`config.mk`:
```
export PLATFORM = sky130hd
export DESIGN_NAME = cpl_loader
export DESIGN_NICKNAME = d
export VERILOG_FILES = /design/src/include/cpl_pkg.sv /design/src/include/cpl_img_if.sv /design/src/design/cpl_func_id.sv /design/src/design/cpl_pm_port.sv /design/src/design/cpl_loader.sv
export SDC_FILE = /design/constraint.sdc
export NUM_CORES = 1
export LEC_CHECK = 0
export ABC_AREA = 0
export BUFFER_PORTS_ARGS = -buffer_cell sky130_fd_sc_hd__buf_4
export CAP_MARGIN = 20
export CORE_MARGIN = 3
export CORE_UTILIZATION = 57
export CTS_CLUSTER_SIZE = 8
export DETAILED_ROUTE_END_ITERATION = 16
export PLACE_DENSITY = 0.85
export SLEW_MARGIN = 30
export SYNTH_ARGS = -nofsm -noshare
export SYNTH_HDL_FRONTEND = slang
export SYNTH_SLANG_ARGS = --single-unit
```
`constraint.sdc`:
```
create_clock -name clock -period 3.35 [get_ports clock]
set_input_delay 0.335 -clock clock [delete_from_list [all_inputs] [get_ports clock]]
set_output_delay 0.335 -clock clock [all_outputs]
set_load 0.01 [all_outputs]
```
`src/include/cpl_pkg.sv`:
```
/*
  shared constants for the configuration image preload map: image word
  addresses, image and register field positions, built-in defaults,
  config offsets and the loader state type.
  assumes image words are 16 bits addressed by an 8-bit word index.
*/
package cpl_pkg;
  // ==========================================================
  // image geometry and word addresses
  localparam int IMG_AW = 8;
  localparam int IMG_DW = 16;
  localparam logic [7:0] IMG_F2_REVPI = 8'h4c;
  localparam logic [7:0] IMG_PHY1 = 8'h4e;
  localparam logic [7:0] IMG_PORT0_LO = 8'h50;
  localparam logic [7:0] IMG_PORT_STEP = 8'h02;
  localparam logic [7:0] IMG_F0_CLASS = 8'h58;
  localparam logic [7:0] IMG_F1_CLASS = 8'h5a;
  localparam logic [7:0] IMG_F2_CLASS = 8'h5c;
  localparam logic [7:0] IMG_PHY2 = 8'h5e;
  // ==========================================================
  // field positions inside an image word
  localparam int IMG_NSR_BIT = 0;
  localparam int IMG_AUX_LSB = 1;
  localparam int IMG_WAKE_LSB = 6;
  localparam int IMG_HI_LSB = 8;
  localparam int AUX_W = 3;
  localparam int WAKE_W = 2;
  // ==========================================================
  // field positions inside config registers
  localparam int PMC_AUX_LSB = 22;
  localparam int PMC_D1_BIT = 25;
  localparam int PMC_D2_BIT = 26;
  localparam int PMC_WAKE_LSB = 28;
  localparam int PMD_NSR_BIT = 3;
  localparam int PMD_DATA_LSB = 24;
  localparam int CLS_REV_LSB = 0;
  localparam int CLS_PI_LSB = 8;
  localparam int CLS_SUB_LSB = 16;
  localparam int CLS_BASE_LSB = 24;
  // ==========================================================
  // config offsets and apb windows
  localparam logic [7:0] CFG_CLASS = 8'h08;
  localparam logic [7:0] CFG_PMC = 8'h80;
  localparam logic [7:0] CFG_PMD = 8'h84;
  localparam logic [7:0] CFG_PHY1 = 8'ha0;
  localparam logic [7:0] CFG_PHY2 = 8'ha4;
  localparam int APB_UNIT_LSB = 8;
  localparam logic [3:0] UNIT_FUNC_LAST = 4'h2;
  localparam logic [1:0] UNIT_PORT_HI = 2'h1;
  // ==========================================================
  // built-in defaults, kept when the image lacks a word
  localparam logic [7:0] DEF_REV = 8'h00;
  localparam logic [7:0] DEF_PROGIF = 8'h00;
  localparam logic [7:0] DEF_SUBCLASS = 8'h00;
  localparam logic [7:0] DEF_BASE = 8'h00;
  localparam logic [15:0] DEF_PHY = 16'h0000;
  localparam logic [2:0] DEF_AUX = 3'h0;
  localparam logic [1:0] DEF_WAKE = 2'h0;
  localparam logic DEF_NSR = 1'b0;
  localparam logic [7:0] DEF_PMDATA = 8'h00;
  // ==========================================================
  // loader states, gray along load, settle, ready
  typedef enum logic [1:0]
  {
    ST_LOAD = 2'b00,
    ST_SETTLE = 2'b01,
    ST_READY = 2'b11
  } cpl_state_t;
endpackage : cpl_pkg

```
`src/include/cpl_img_if.sv`:
```
/*
  image word strobe shared by the loader and its field holders.
  assumes valid is only raised while the loader accepts image words.
*/
`timescale 1ns/1ps
interface cpl_img_if;
  // one accepted image word per cycle
  logic valid;
  logic [7:0] addr;
  logic [15:0] data;
  modport src (output valid, output addr, output data);
  modport sink (input valid, input addr, input data);
endinterface : cpl_img_if

```
`src/design/cpl_func_id.sv`:
```
/*
  per-function revision, programming interface and class code word.
  assumes the image strobe only pulses during the load phase.
*/
`timescale 1ns/1ps
module cpl_func_id
  import cpl_pkg::*;
#(
  parameter logic [7:0] CLASS_WORD = IMG_F0_CLASS,
  parameter logic [7:0] REVPI_WORD = IMG_F2_REVPI,
  parameter bit HAS_REVPI = 1'b0
)
(
  // clock and reset
  input wire logic clock,
  input wire logic nrst,
  // image words
  cpl_img_if.sink img,
  // assembled config word at offset 08h
  output logic [31:0] class_word
);
  // ==========================================================
  // decode
  logic [7:0] rev_reg, pi_reg, sub_reg, base_reg;
  wire class_hit = img.valid && (img.addr == CLASS_WORD);
  wire revpi_hit = HAS_REVPI && img.valid && (img.addr == REVPI_WORD);

  // low byte to the lower field, high byte to the upper one
  always_ff @(posedge clock or negedge nrst)
  begin
    if (!nrst)
    begin
      rev_reg <= DEF_REV;
      pi_reg <= DEF_PROGIF;
      sub_reg <= DEF_SUBCLASS;
      base_reg <= DEF_BASE;
    end
    else
    begin
      if (revpi_hit)
      begin
        rev_reg <= img.data[7:0];
        pi_reg <= img.data[15:8];
      end
      if (class_hit)
      begin
        sub_reg <= img.data[7:0];
        base_reg <= img.data[15:8];
      end
    end
  end

  // word assembly by field position
  always_comb
  begin
    class_word = 32'h0000_0000;
    class_word[CLS_REV_LSB +: 8] = rev_reg;
    class_word[CLS_PI_LSB +: 8] = pi_reg;
    class_word[CLS_SUB_LSB +: 8] = sub_reg;
    class_word[CLS_BASE_LSB +: 8] = base_reg;
  end
endmodule : cpl_func_id

```
`src/design/cpl_pm_port.sv`:
```
/*
  per-port power-management capability and data words.
  assumes the image strobe only pulses during the load phase.
*/
`timescale 1ns/1ps
module cpl_pm_port
  import cpl_pkg::*;
#(
  parameter logic [7:0] LO_WORD = IMG_PORT0_LO
)
(
  // clock and reset
  input wire logic clock,
  input wire logic nrst,
  // image words
  cpl_img_if.sink img,
  // assembled words at 80h and 84h
  output logic [31:0] pmc_word,
  output logic [31:0] pmd_word,
  output logic no_soft_reset
);
  // ==========================================================
  // decode of this port's word pair
  localparam logic [7:0] HI_WORD = LO_WORD + 8'h01;
  logic [AUX_W-1:0] aux_reg;
  logic [WAKE_W-1:0] wake_reg;
  logic nsr_reg;
  logic [7:0] data_reg;
  wire lo_hit = img.valid && (img.addr == LO_WORD);
  wire hi_hit = img.valid && (img.addr == HI_WORD);

  // image bits 4 and 5 are dropped: d1 and d2 support is fixed
  always_ff @(posedge clock or negedge nrst)
  begin
    if (!nrst)
    begin
      aux_reg <= DEF_AUX;
      wake_reg <= DEF_WAKE;
      nsr_reg <= DEF_NSR;
      data_reg <= DEF_PMDATA;
    end
    else
    begin
      if (lo_hit)
      begin
        nsr_reg <= img.data[IMG_NSR_BIT];
        aux_reg <= img.data[IMG_AUX_LSB +: AUX_W];
        wake_reg <= img.data[IMG_WAKE_LSB +: WAKE_W];
      end
      if (hi_hit)
        data_reg <= img.data[IMG_HI_LSB +: 8];
    end
  end

  // word assembly by field position
  always_comb
  begin
    pmc_word = 32'h0000_0000;
    pmc_word[PMC_AUX_LSB +: AUX_W] = aux_reg;
    pmc_word[PMC_D1_BIT] = 1'b1;
    pmc_word[PMC_D2_BIT] = 1'b1;
    pmc_word[PMC_WAKE_LSB +: WAKE_W] = wake_reg;
    pmd_word = 32'h0000_0000;
    pmd_word[PMD_NSR_BIT] = nsr_reg;
    pmd_word[PMD_DATA_LSB +: 8] = data_reg;
  end
  assign no_soft_reset = nsr_reg;
endmodule : cpl_pm_port

```
`src/design/cpl_loader.sv`:
```
/*
  configuration image preload map: takes image words during the load
  phase, fills class codes, usb phy controls and per-port power
  management fields, then serves config reads and phy writes over apb.
  assumes the image source presents words synchronous to clock and
  raises img_done once every word it holds has been offered.
*/
// The implementer's own choices: the address map and register access over APB.
`timescale 1ns/1ps
module cpl_loader
  import cpl_pkg::*;
#(
  parameter int ADDR_W = 12,
  parameter int PORTS = 4
)
(
  // clock and reset
  input wire logic clock,
  input wire logic nrst,
  // image source
  input wire logic img_valid,
  input wire logic [IMG_AW-1:0] img_addr,
  input wire logic [IMG_DW-1:0] img_data,
  input wire logic img_done,
  // apb slave
  input wire logic psel,
  input wire logic penable,
  input wire logic pwrite,
  input wire logic [ADDR_W-1:0] paddr,
  input wire logic [31:0] pwdata,
  output logic [31:0] prdata,
  output logic pready,
  output logic pslverr,
  // status and controls toward the usb side
  output logic load_done,
  output logic [15:0] phy1_ctrl,
  output logic [15:0] phy2_ctrl,
  output logic [PORTS-1:0] no_soft_reset
);
  // ==========================================================
  // loader sequence
  cpl_state_t state_reg, state_next;
  wire loading = (state_reg == ST_LOAD);

  // settle gives the last image word a cycle before reads are served
  // a late img_done only delays readiness; no cycle count is assumed
  always_comb
  begin
    state_next = state_reg;
    case (state_reg)
      ST_LOAD:
        if (img_done)
          state_next = ST_SETTLE;
      ST_SETTLE:
        state_next = ST_READY;
      ST_READY:
        state_next = ST_READY;
      default:
        state_next = ST_LOAD;
    endcase
  end

  // state register
  always_ff @(posedge clock or negedge nrst)
  begin
    if (!nrst)
      state_reg <= ST_LOAD;
    else
      state_reg <= state_next;
  end

  assign load_done = (state_reg == ST_READY);

  // ==========================================================
  // image word strobe, gated so late words are ignored
  cpl_img_if img_bus ();
  assign img_bus.valid = img_valid && loading;
  assign img_bus.addr = img_addr;
  assign img_bus.data = img_data;

  // ==========================================================
  // function identity words
  logic [31:0] class_w [3];

  cpl_func_id #(
    .CLASS_WORD (IMG_F0_CLASS),
    .REVPI_WORD (IMG_F2_REVPI),
    .HAS_REVPI (1'b0)
  ) u_func0 (
    .clock (clock),
    .nrst (nrst),
    .img (img_bus.sink),
    .class_word (class_w[0])
  );

  cpl_func_id #(
    .CLASS_WORD (IMG_F1_CLASS),
    .REVPI_WORD (IMG_F2_REVPI),
    .HAS_REVPI (1'b0)
  ) u_func1 (
    .clock (clock),
    .nrst (nrst),
    .img (img_bus.sink),
    .class_word (class_w[1])
  );

  // only function 2 takes revision and interface from this range
  cpl_func_id #(
    .CLASS_WORD (IMG_F2_CLASS),
    .REVPI_WORD (IMG_F2_REVPI),
    .HAS_REVPI (1'b1)
  ) u_func2 (
    .clock (clock),
    .nrst (nrst),
    .img (img_bus.sink),
    .class_word (class_w[2])
  );

  // ==========================================================
  // per-port power management words
  logic [31:0] pmc_w [PORTS];
  logic [31:0] pmd_w [PORTS];

  // each port decodes its own word pair, two image words apart
  for (genvar i = 0; i < PORTS; i++)
  begin : g_port
    cpl_pm_port #(
      .LO_WORD (8'(IMG_PORT0_LO + IMG_PORT_STEP * i))
    ) u_port (
      .clock (clock),
      .nrst (nrst),
      .img (img_bus.sink),
      .pmc_word (pmc_w[i]),
      .pmd_word (pmd_w[i]),
      .no_soft_reset (no_soft_reset[i])
    );
  end

  // ==========================================================
  // apb address decode
  wire [3:0] unit = paddr[APB_UNIT_LSB +: 4];
  wire [7:0] off = paddr[7:0];
  // units 0 to 2 are functions, 4 to 7 are ports; the rest answer with an error
  wire func_sel = (unit <= UNIT_FUNC_LAST);
  wire port_sel = (unit[3:2] == UNIT_PORT_HI);
  wire [1:0] func_idx = unit[1:0];
  wire [1:0] port_idx = unit[1:0];
  wire hit_class = func_sel && (off == CFG_CLASS);
  wire hit_phy1 = func_sel && (off == CFG_PHY1);
  wire hit_phy2 = func_sel && (off == CFG_PHY2);
  wire hit_pmc = port_sel && (off == CFG_PMC);
  wire hit_pmd = port_sel && (off == CFG_PMD);
  wire hit_any = hit_class || hit_phy1 || hit_phy2 || hit_pmc || hit_pmd;

  // ==========================================================
  // apb handshake: held off until the image is fully applied
  wire apb_access = psel && penable;
  assign pready = apb_access && load_done;
  // pslverr rides on pready, so an unmapped access still ends at once
  assign pslverr = pready && !hit_any;
  wire wr_fire = pready && pwrite;
  wire wr_phy1 = wr_fire && hit_phy1;
  wire wr_phy2 = wr_fire && hit_phy2;

  // ==========================================================
  // phy controls, shared by functions 0 to 2
  logic [15:0] phy1_reg, phy1_next;
  logic [15:0] phy2_reg, phy2_next;
  wire img_phy1 = img_bus.valid && (img_bus.addr == IMG_PHY1);
  wire img_phy2 = img_bus.valid && (img_bus.addr == IMG_PHY2);

  // image and software never collide: writes wait for load_done
  // write data above bit 15 is dropped: the phy controls are 16 bits wide
  assign phy1_next = img_phy1 ? img_bus.data : (wr_phy1 ? pwdata[15:0] : phy1_reg);
  assign phy2_next = img_phy2 ? img_bus.data : (wr_phy2 ? pwdata[15:0] : phy2_reg);

  // phy control registers
  always_ff @(posedge clock or negedge nrst)
  begin
    if (!nrst)
    begin
      phy1_reg <= DEF_PHY;
      phy2_reg <= DEF_PHY;
    end
    else
    begin
      phy1_reg <= phy1_next;
      phy2_reg <= phy2_next;
    end
  end

  assign phy1_ctrl = phy1_reg;
  assign phy2_ctrl = phy2_reg;

  // ==========================================================
  // read data selection, zero for unmapped addresses
  // the hit terms exclude each other, so the priority order is moot
  logic [31:0] rd_data;
  always_comb
  begin
    rd_data = 32'h0000_0000;
    if (hit_class)
      rd_data = class_w[func_idx];
    else if (hit_phy1)
      rd_data = {16'h0000, phy1_reg};
    else if (hit_phy2)
      rd_data = {16'h0000, phy2_reg};
    else if (hit_pmc)
      rd_data = pmc_w[port_idx];
    else if (hit_pmd)
      rd_data = pmd_w[port_idx];
  end

  // registered read data; address is stable from the setup cycle
  // capturing on every psel cycle keeps the access phase free of waits
  logic [31:0] prdata_reg;
  always_ff @(posedge clock or negedge nrst)
  begin
    if (!nrst)
      prdata_reg <= 32'h0000_0000;
    else if (psel)
      prdata_reg <= rd_data;
  end

  assign prdata = prdata_reg;

  for (genvar p = 0; p < PORTS; p++)
  begin : g_port_chk

  end
endmodule : cpl_loader

```
==> results of run 1 <==
## logic make-up (layout without fill, tap and decap cells)
logic type / count (synthesis) / after routing / share of synthesized area [%]
compound gates: 133 / 133 / 9.59
flops: 186 / 186 / 51.5
mux: 169 / 169 / 22.9
buf+inv: 83 / 190 / 4.08
simple gates: 201 / 201 / 12.0
## cell usage in the layout (no fill, tap or decap), types with 5 or more instances in the layout
master | synthesis | final
sky130_fd_sc_hd__a211oi_1 | 16 | 16
sky130_fd_sc_hd__a21oi_1 | 29 | 29
sky130_fd_sc_hd__a31oi_1 | 38 | 38
sky130_fd_sc_hd__and3_1 | 17 | 17
sky130_fd_sc_hd__buf_4 | 4 | 153
sky130_fd_sc_hd__clkbuf_16 | 0 | 17
sky130_fd_sc_hd__dfrtp_1 | 186 | 186
sky130_fd_sc_hd__mux2_2 | 125 | 125
sky130_fd_sc_hd__mux2_4 | 8 | 8
sky130_fd_sc_hd__mux2i_1 | 19 | 19
sky130_fd_sc_hd__mux4_2 | 14 | 14
sky130_fd_sc_hd__nand2_1 | 23 | 23
sky130_fd_sc_hd__nand3_1 | 17 | 17
sky130_fd_sc_hd__nor2_1 | 73 | 73
sky130_fd_sc_hd__nor2b_1 | 13 | 13
sky130_fd_sc_hd__nor4_1 | 18 | 16
sky130_fd_sc_hd__nor4_2 | 3 | 5
sky130_fd_sc_hd__o21ai_0 | 10 | 10
sky130_fd_sc_hd__o2bb2ai_1 | 7 | 7
sky130_fd_sc_hd__o31ai_1 | 22 | 22
## power by group
part	total, mW	leakage (nW)	internal [mW]	switching [mW]
registers	2.29	2.56	2.27	0.0198
clock network	2.20	0.308	1.30	0.898
logic	0.347	2.29	0.129	0.219
## per-layer routing
layer  vias to the layer above  GRT usage (%)  share of wire [%]
li1                       3014              -                  -
met1                      3505           37.9                 39
met2                       364           48.8                 50
met3                        54           7.14                8.2
met4                         0           9.04                3.0
met5                         -              0                  0
## through the flow
| stage | utilization (%) | setup slack [ps] | cell area (µm²) | total power, mW | hold WS (ps) |
|---|---|---|---|---|---|
| 6_report | 70.1 | 580 | 10800 | 4.83 | -41.4 |
| 5_1_grt | 70.1 | 496 | 10800 | 4.96 | 40.0 |
| 2_1_floorplan | - | 888 | 9040 | 2.48 | 39.4 |
| 3_3_place_gp | 65.9 | 579 | 10100 | 2.67 | 431 |
| 4_1_cts | 70.1 | 575 | 10800 | 4.85 | 7.90 |
| 3_5_place_dp | 65.9 | 553 | 10100 | 2.68 | 449 |
## path summary, 6_finish.rpt
check,startpoint,cells past startpoint,endpoint
worst max-delay path,state_reg[0],4,g_port[1].u_port.data_reg[7]
worst min-delay path,nrst,1,phy2_ctrl[7]
worst max register to register,state_reg[0],4,g_port[1].u_port.data_reg[7]
worst min register to register,state_reg[0],0,state_reg[1]
max in group asynchronous,nrst,2,g_port[0].u_port.data_reg[2]
min in group clock,img_done,2,state_reg[0]
## layout make-up
type | instances | area (µm²)
Clock buffer | 20 | 457
Clock inverter | 12 | 188
Fill cell | 1067 | 4590
Inverter | 4 | 15.0
Multi-Input combinational cell | 503 | 4040
Sequential cell | 186 | 4650
Tap cell | 211 | 264
Timing Repair Buffer | 154 | 1160
## worst max-delay path, cell delays in order, from the launching register on
cell	delay (ps)
sky130_fd_sc_hd__dfrtp_1	420
sky130_fd_sc_hd__or4_4	570
sky130_fd_sc_hd__or4_1	600
sky130_fd_sc_hd__or3b_1	660
sky130_fd_sc_hd__mux2_4	400
==> impl.org, run 1 <==
** Floorplanning
- Die width :: 132 µm
- Area of the core region :: 15400 µm²
- Die span in y :: 132 µm
- For this configuration, the core starts out at a cell density of 58.8%.
- The die covers 17400 µm².
- Number of top-level design ports :: 146
- The initialized floorplan defines 45 standard-cell rows.

** Global route
- Total congestion overflow :: 0
- Entering global routing, the biggest net connects 94 pins.
- Overall fraction of global-route tracks in use :: 29.2%
- The first global-routing pass estimated 39600 µm of wire.
- Initial antenna violation count :: 0
- The number of global-route vias before repair came to 6921.

** Pwr
- Peak supply drop :: 413 µV
- P per Cell Area :: 448 nW/µm²
- In this run the static leakage power is 5.16 nW.

** Worst setup path
- The worst setup path is launched from a flop.
- Classification of the worst setup path :: flop to flop
- STA puts the critical path data arrival time at 3100 ps.
- Critical path endpoint category :: flop
- Data on the critical path is required at its endpoint by 3680 ps.
- Largest fanout on the critical path :: 8
- For flop-to-flop paths, the worst setup slack is 580 ps.

** Placement
- Post-detail-place hpwl :: 16000 µm
- Routability-driven placement finished with a final weighted congestion of 0.869.
- After detailed placement, the design holds a cell count of 1058.
- The count of buffers added on input and output ports is 129.

** Job
- Max-cap violations in this run came to 0.

** CTS
- Post-CTS timing repair inserted 0 buffers for setup.
- The number of gates resized after CTS was 0.
- CTS sink count :: 186
- Counting along the longest clock path gives a buffer depth of 2.
- TritonCTS created 17 clock buffers.
- Clock H-tree levels :: 4
- CTS tree :: built
- CTS placed an instance of sky130_fd_sc_hd__clkbuf_16 at the clock tree root.
- Buffers inserted to repair hold after CTS numbered 0.
- CTS clock-pin slew for the worst setup and hold paths :: 70 ps
- The clock reaches the later pin of the worst-skew pair after 440 ps.

** STA
- On the final layout, the worst clock skew is 8.51 ps.
- Final min period :: 2770 ps
- Headroom to the max-slew limit came out at 41.9%.
- At the pin with the least slew margin, the transition time is 871 ps.
- Accumulated negative setup slack :: 0 ps
- The number of hold violations in the final report was 28.
- Final cycle utilization of the critical path :: 82.7%
- Worst hold slack :: -41.4 ps
- Setup repair after global routing left no endpoint under its margin.
- Setup violations remaining at the end of the flow were counted as 0.
- Fmax :: 361 MHz
- The count of final max-slew check failures came to 0.

** Cells and area
- From synthesis to final layout, the design area changed by 19.2%.
- Share of post-route cells with drive strength above 1 :: 40.2%
- In the final design database the tool counted 941 nets.
- 0 antenna diodes ended up in the layout.
- Leaving out filler cells and counting taps, the final layout contains 1090.

** Yosys
- sky130_fd_sc_hd__dfrtp_1 takes more of the synthesized area than any other cell.
- Total of warnings raised by yosys :: 0
- Post-synth design cell area :: 9040 µm²
- Fraction of synthesized cell area taken by the top area cell type :: 51.5%
- Post-synth EDFFs :: 0
- Counting every net in the synthesized netlist gives 847.
- In the synthesized netlist the async set-or-reset flop fraction comes to 100%.
- Synthesis inferred 186 register bits.
- Synthesis produced 772 cells.
- Averaged over all synthesized cells, the footprint is 11.7 µm².
- Ranked by total cell area, the synthesized netlist is headed by sky130_fd_sc_hd__dfrtp_1, sky130_fd_sc_hd__mux2_2, sky130_fd_sc_hd__mux4_2.
- Post-synth top cells :: sky130_fd_sc_hd__dfrtp_1, sky130_fd_sc_hd__mux2_2, sky130_fd_sc_hd__nor2_1
- Share of the yosys chip area belonging to registers :: 51.5%
- Number of distinct library cells after synthesis :: 54
- The most used flip-flop cell after synthesis is sky130_fd_sc_hd__dfrtp_1.
- Most common cell in the synthesized netlist :: sky130_fd_sc_hd__dfrtp_1

** Detailed routing
- Detailed-route vias per instance :: 6.36
- DRC viols :: 0
- Vias :: 6937
- Initial detailed-routing violation count :: 699
- Sum of routed wire length over all layers :: 25100 µm
- Number of optimization iterations in the first detailed-route pass :: 9
- The detail route stage leaves a number of antenna-violating nets equal to 0.
- After detailed routing, the average wire length per cell comes to 23.0 µm.

** Outcome
- The run finished, with violations left.
- The final reports fail on hold timing.

** Min path
- The min-delay analysis places its worst path in the category primary input to asynchronous set/reset pin.
No activity file was read; power rests on OpenSTA's default activity.
==> inputs of run 2 (changes only) <==
CORE_UTILIZATION = 51   (was 57)
PLACE_DENSITY = 0.81   (was 0.85)
clock period = 2.3 ns   (was 3.35 ns; I/O delays follow)
==> impl.org, run 2 (same netlist as run 1, synthesis figures left out) <==
** Outcome
- Outcome :: finished clean

** Placement
- RD Place Congestion :: 0.851 (-2.1%)
- The number of buffers inserted by port buffering is 129 (unchanged).
- The post-place setup slack is -121 ps (-675 ps).
- The final HPWL from detailed placement is 17000 µm (+5.7%).
- Total placed cells including tap cells :: 1099 (+3.9%)

** Global route
- The global route total overflow came to 0 (unchanged).
- Initial antenna violation count :: 0 (unchanged)
- Wire length of the first global-routing pass :: 41900 µm (+5.8%)
- The largest net degree at the start of global routing came to 54 (-43%).
- The total track usage was 27.5% (-1.7 points).
- The number of global-route vias before repair is 7352 (+6.2%).

** Worst setup path
- The flop-to-flop setup slack came to 2 ps (-580 ps).
- Startpoint of the worst-slack reg-to-reg timing path :: state_reg[1]
- The critical path is of the flop to flop type.
- The critical path starts at state_reg[1].
- Critical-path cell with the highest stage delay :: sky130_fd_sc_hd__or4_4
- Largest fanout on the critical path :: 16 (+8)
- The most numerous cell type found on the critical path is sky130_fd_sc_hd__buf_6.
- Sequence of cells on the critical path :: or4_4, buf_6, or2_4, buf_6, nor4_4, buf_12, mux2_2
- CP startpoint kind :: flop
- The critical path ends at u_func0.sub_reg[4].
- In this design, the largest share of critical-path delay is due to simple AND/OR/NAND/NOR gates.
- The maximum single-stage delay on the critical path was 490 ps (-170 ps).
- Endpoint of the worst-slack reg-to-reg timing path :: u_func0.sub_reg[4]
- Cells on worst reg2reg path :: 7 (+3)
- The worst setup path is captured at a flop.
- The depth of the critical timing path with buffers and inverters included was 7 (+3).
- The arrival time reported for the critical path endpoint was 2610 ps (-490 ps).
- The required time of the worst setup path was 2610 ps (-1070 ps).
- Sum of buffers and inverters on the critical path :: 3 (+3)

** CTS
- Number of buffers created by CTS :: 17 (unchanged)
- The clock-pin transition on the worst setup and hold timing paths is 70 ps (about the same).
- TritonCTS built the clock tree.
- CTS sink count :: 186 (unchanged)
- Root buffer cell :: sky130_fd_sc_hd__clkbuf_16
- Clock H-tree levels :: 4 (unchanged)
- Largest buffer count on any clock path :: 2 (unchanged)
- Worst-skew pair later-pin latency :: 430 ps (about the same)

** Floorplanning
- The starting density of the core came to 52.3% (-6.5 points).
- Die width :: 139 µm (+5.5%)
- The overall die height was 139 µm (+5.5%).
- Area enclosed by the die boundary :: 19400 µm² (+11%)
- Number of top-level design ports :: 146 (unchanged)
- The area of the core is 17300 µm² (+13%).
- The row count is 48 (+6.7%).

** Detailed routing
- The number of detailed-routing iterations run before antenna repair is 5 (-4).
- Number of nets still failing antenna checks after routing :: 0 (unchanged)
- Routed wirelength normalized by instance count :: 23.5 µm (+1.9%)
- Detailed-route vias per instance :: 6.41 (+0.64%)
- The detailed-route wire length came to 26600 µm (+5.9%).
- The post-route DRC violation count is 0 (unchanged).
- The count of vias placed by the detailed router came to 7257 (+4.6%).
- Initial detailed-routing violation count :: 809 (+16%)

** Cells and area
- Most frequent standard cell in the layout excluding fill and tap cells :: sky130_fd_sc_hd__dfrtp_1
- The utilization of the core after routing was 65.3% (-4.8 points).
- The final instance count without filler cells is 1133 (+3.9%).
- Sequential cell area :: 4650 µm² (unchanged)
- Final net count :: 970 (+3.1%)
- The layout filler cell count is 1240 (+16%).
- From synthesis to final layout, the design area changed by 25.0%.
- Share of post-route cells with drive strength above 1 :: 42.7% (+2.6 points)
- In the layout the commonest cells are sky130_fd_sc_hd__dfrtp_1, sky130_fd_sc_hd__buf_4, sky130_fd_sc_hd__mux2_2.
- The antenna diode count came to 0 (unchanged).
- The area taken by multi-input logic gates is 4160 µm² (+3.1%).

** STA
- The count of final max-slew check failures was 0 (unchanged).
- The worst path setup slack after routing came to 1.66 ps (-578 ps).
- The share of the clock period used by the worst path came to 99.9% (+17 points).
- Final setup violating endpoints :: 0 (unchanged)
- Max-Slew Margin vs Limit :: 51.3% (+9.3 points)
- The transition at the pin with the smallest max-transition slack is 729 ps (-142 ps).
- The maximum operating frequency is 435 MHz (+21%).
- Final hold vios :: 0 (-100%)
- Setup repair after global routing could not meet its margin everywhere.
- The clock skew after layout came to 14.2 ps (+5.72 ps).
- The final period demand of the worst path came to 2300 ps (-472 ps).

** Pwr
- Static power due to leakage :: 5.40 nW (+4.6%)
- P per Cell Area :: 642 nW/µm² (+43%)
- Peak supply drop :: 631 µV (+53%)
- Design Power :: 7.25 mW (+50%)

** Job
- The number of max-cap violations is 0 (unchanged).

** Min path
- In this run the worst hold path is classified as primary input to flop.
- Hold path startpoint :: img_done
run 2: changes by cell type in the layout (fill, tap and decap cells not counted), sizes merged:
cell,before,now
buf,154,182
bufinv,4,6
clkbuf,20,18
dlygate4sd3,0,1
run 2: cell type report:
cell class                 instances  share of cell area, %
multi-input combinational        503                   36.9
timing repair buffer             183                   13.3
sequential                       186                   41.2
tap                              225                   2.49
clock inverter                    14                   2.13
inverter                           4                  0.133
clock buffer                      18                   3.89
run 2: what timing repair did:
| item | CTS | global route |
|---|---|---|
| setup endpoints to repair | 91 | 97 |
| endpoints found under the hold margin | 41 | 0 |
| buffers inserted | 2 | 0 |
| gates resized for setup | 11 | 29 |
| hold buffers | 1 | 0 |
| pin swaps | 2 | 3 |
run 2: how the worst min path moves through the flow:
| stage | endpoint | depth (start not counted) |
|---|---|---|
| after floorplan | g_port[0].u_port.aux_reg[0] | 0 |
| after global placement | phy1_ctrl[9] | 1 |
| after detailed placement | phy2_ctrl[4] | 1 |
| after CTS | state_reg[0] | 2 |
| after global routing | state_reg[0] | 2 |
| final | state_reg[0] | 2 |
run 2: stage by stage:
| step | instance area, µm² | hold slack (ps) | TNS [ps] |
|---|---|---|---|
| 6_report | 11300 | 25.5 | 0 |
| 5_1_grt | 11300 | 24.6 | -1130 |
| 4_1_cts | 11200 | 16.8 | -60.1 |
| 3_5_place_dp | 10500 | 187 | -2100 |
| 3_3_place_gp | 10500 | 190 | -1220 |
| 2_1_floorplan | 9060 | -65.6 | -1420 |
run 2: per-layer routing:
layer / track usage (%) / share of wire, %
met5: 0 / 0
met4: 12.5 / 4.5
met2: 44.9 / 49
met1: 35.6 / 38
met3: 5.76 / 7.9
run 2: power by group:
group / internal [mW] / total, mW / switching (mW)
logic: 0.205 / 0.542 / 0.338
clock network: 2.08 / 3.37 / 1.29
registers: 3.31 / 3.33 / 0.0270
run 2: worst reg2reg max path: cells and delay by family (launching register included):
family | cells | cell delay [ps]
buf+inv | 3 | 500
flops | 1 | 380
mux | 1 | 360
simple gates | 3 | 940
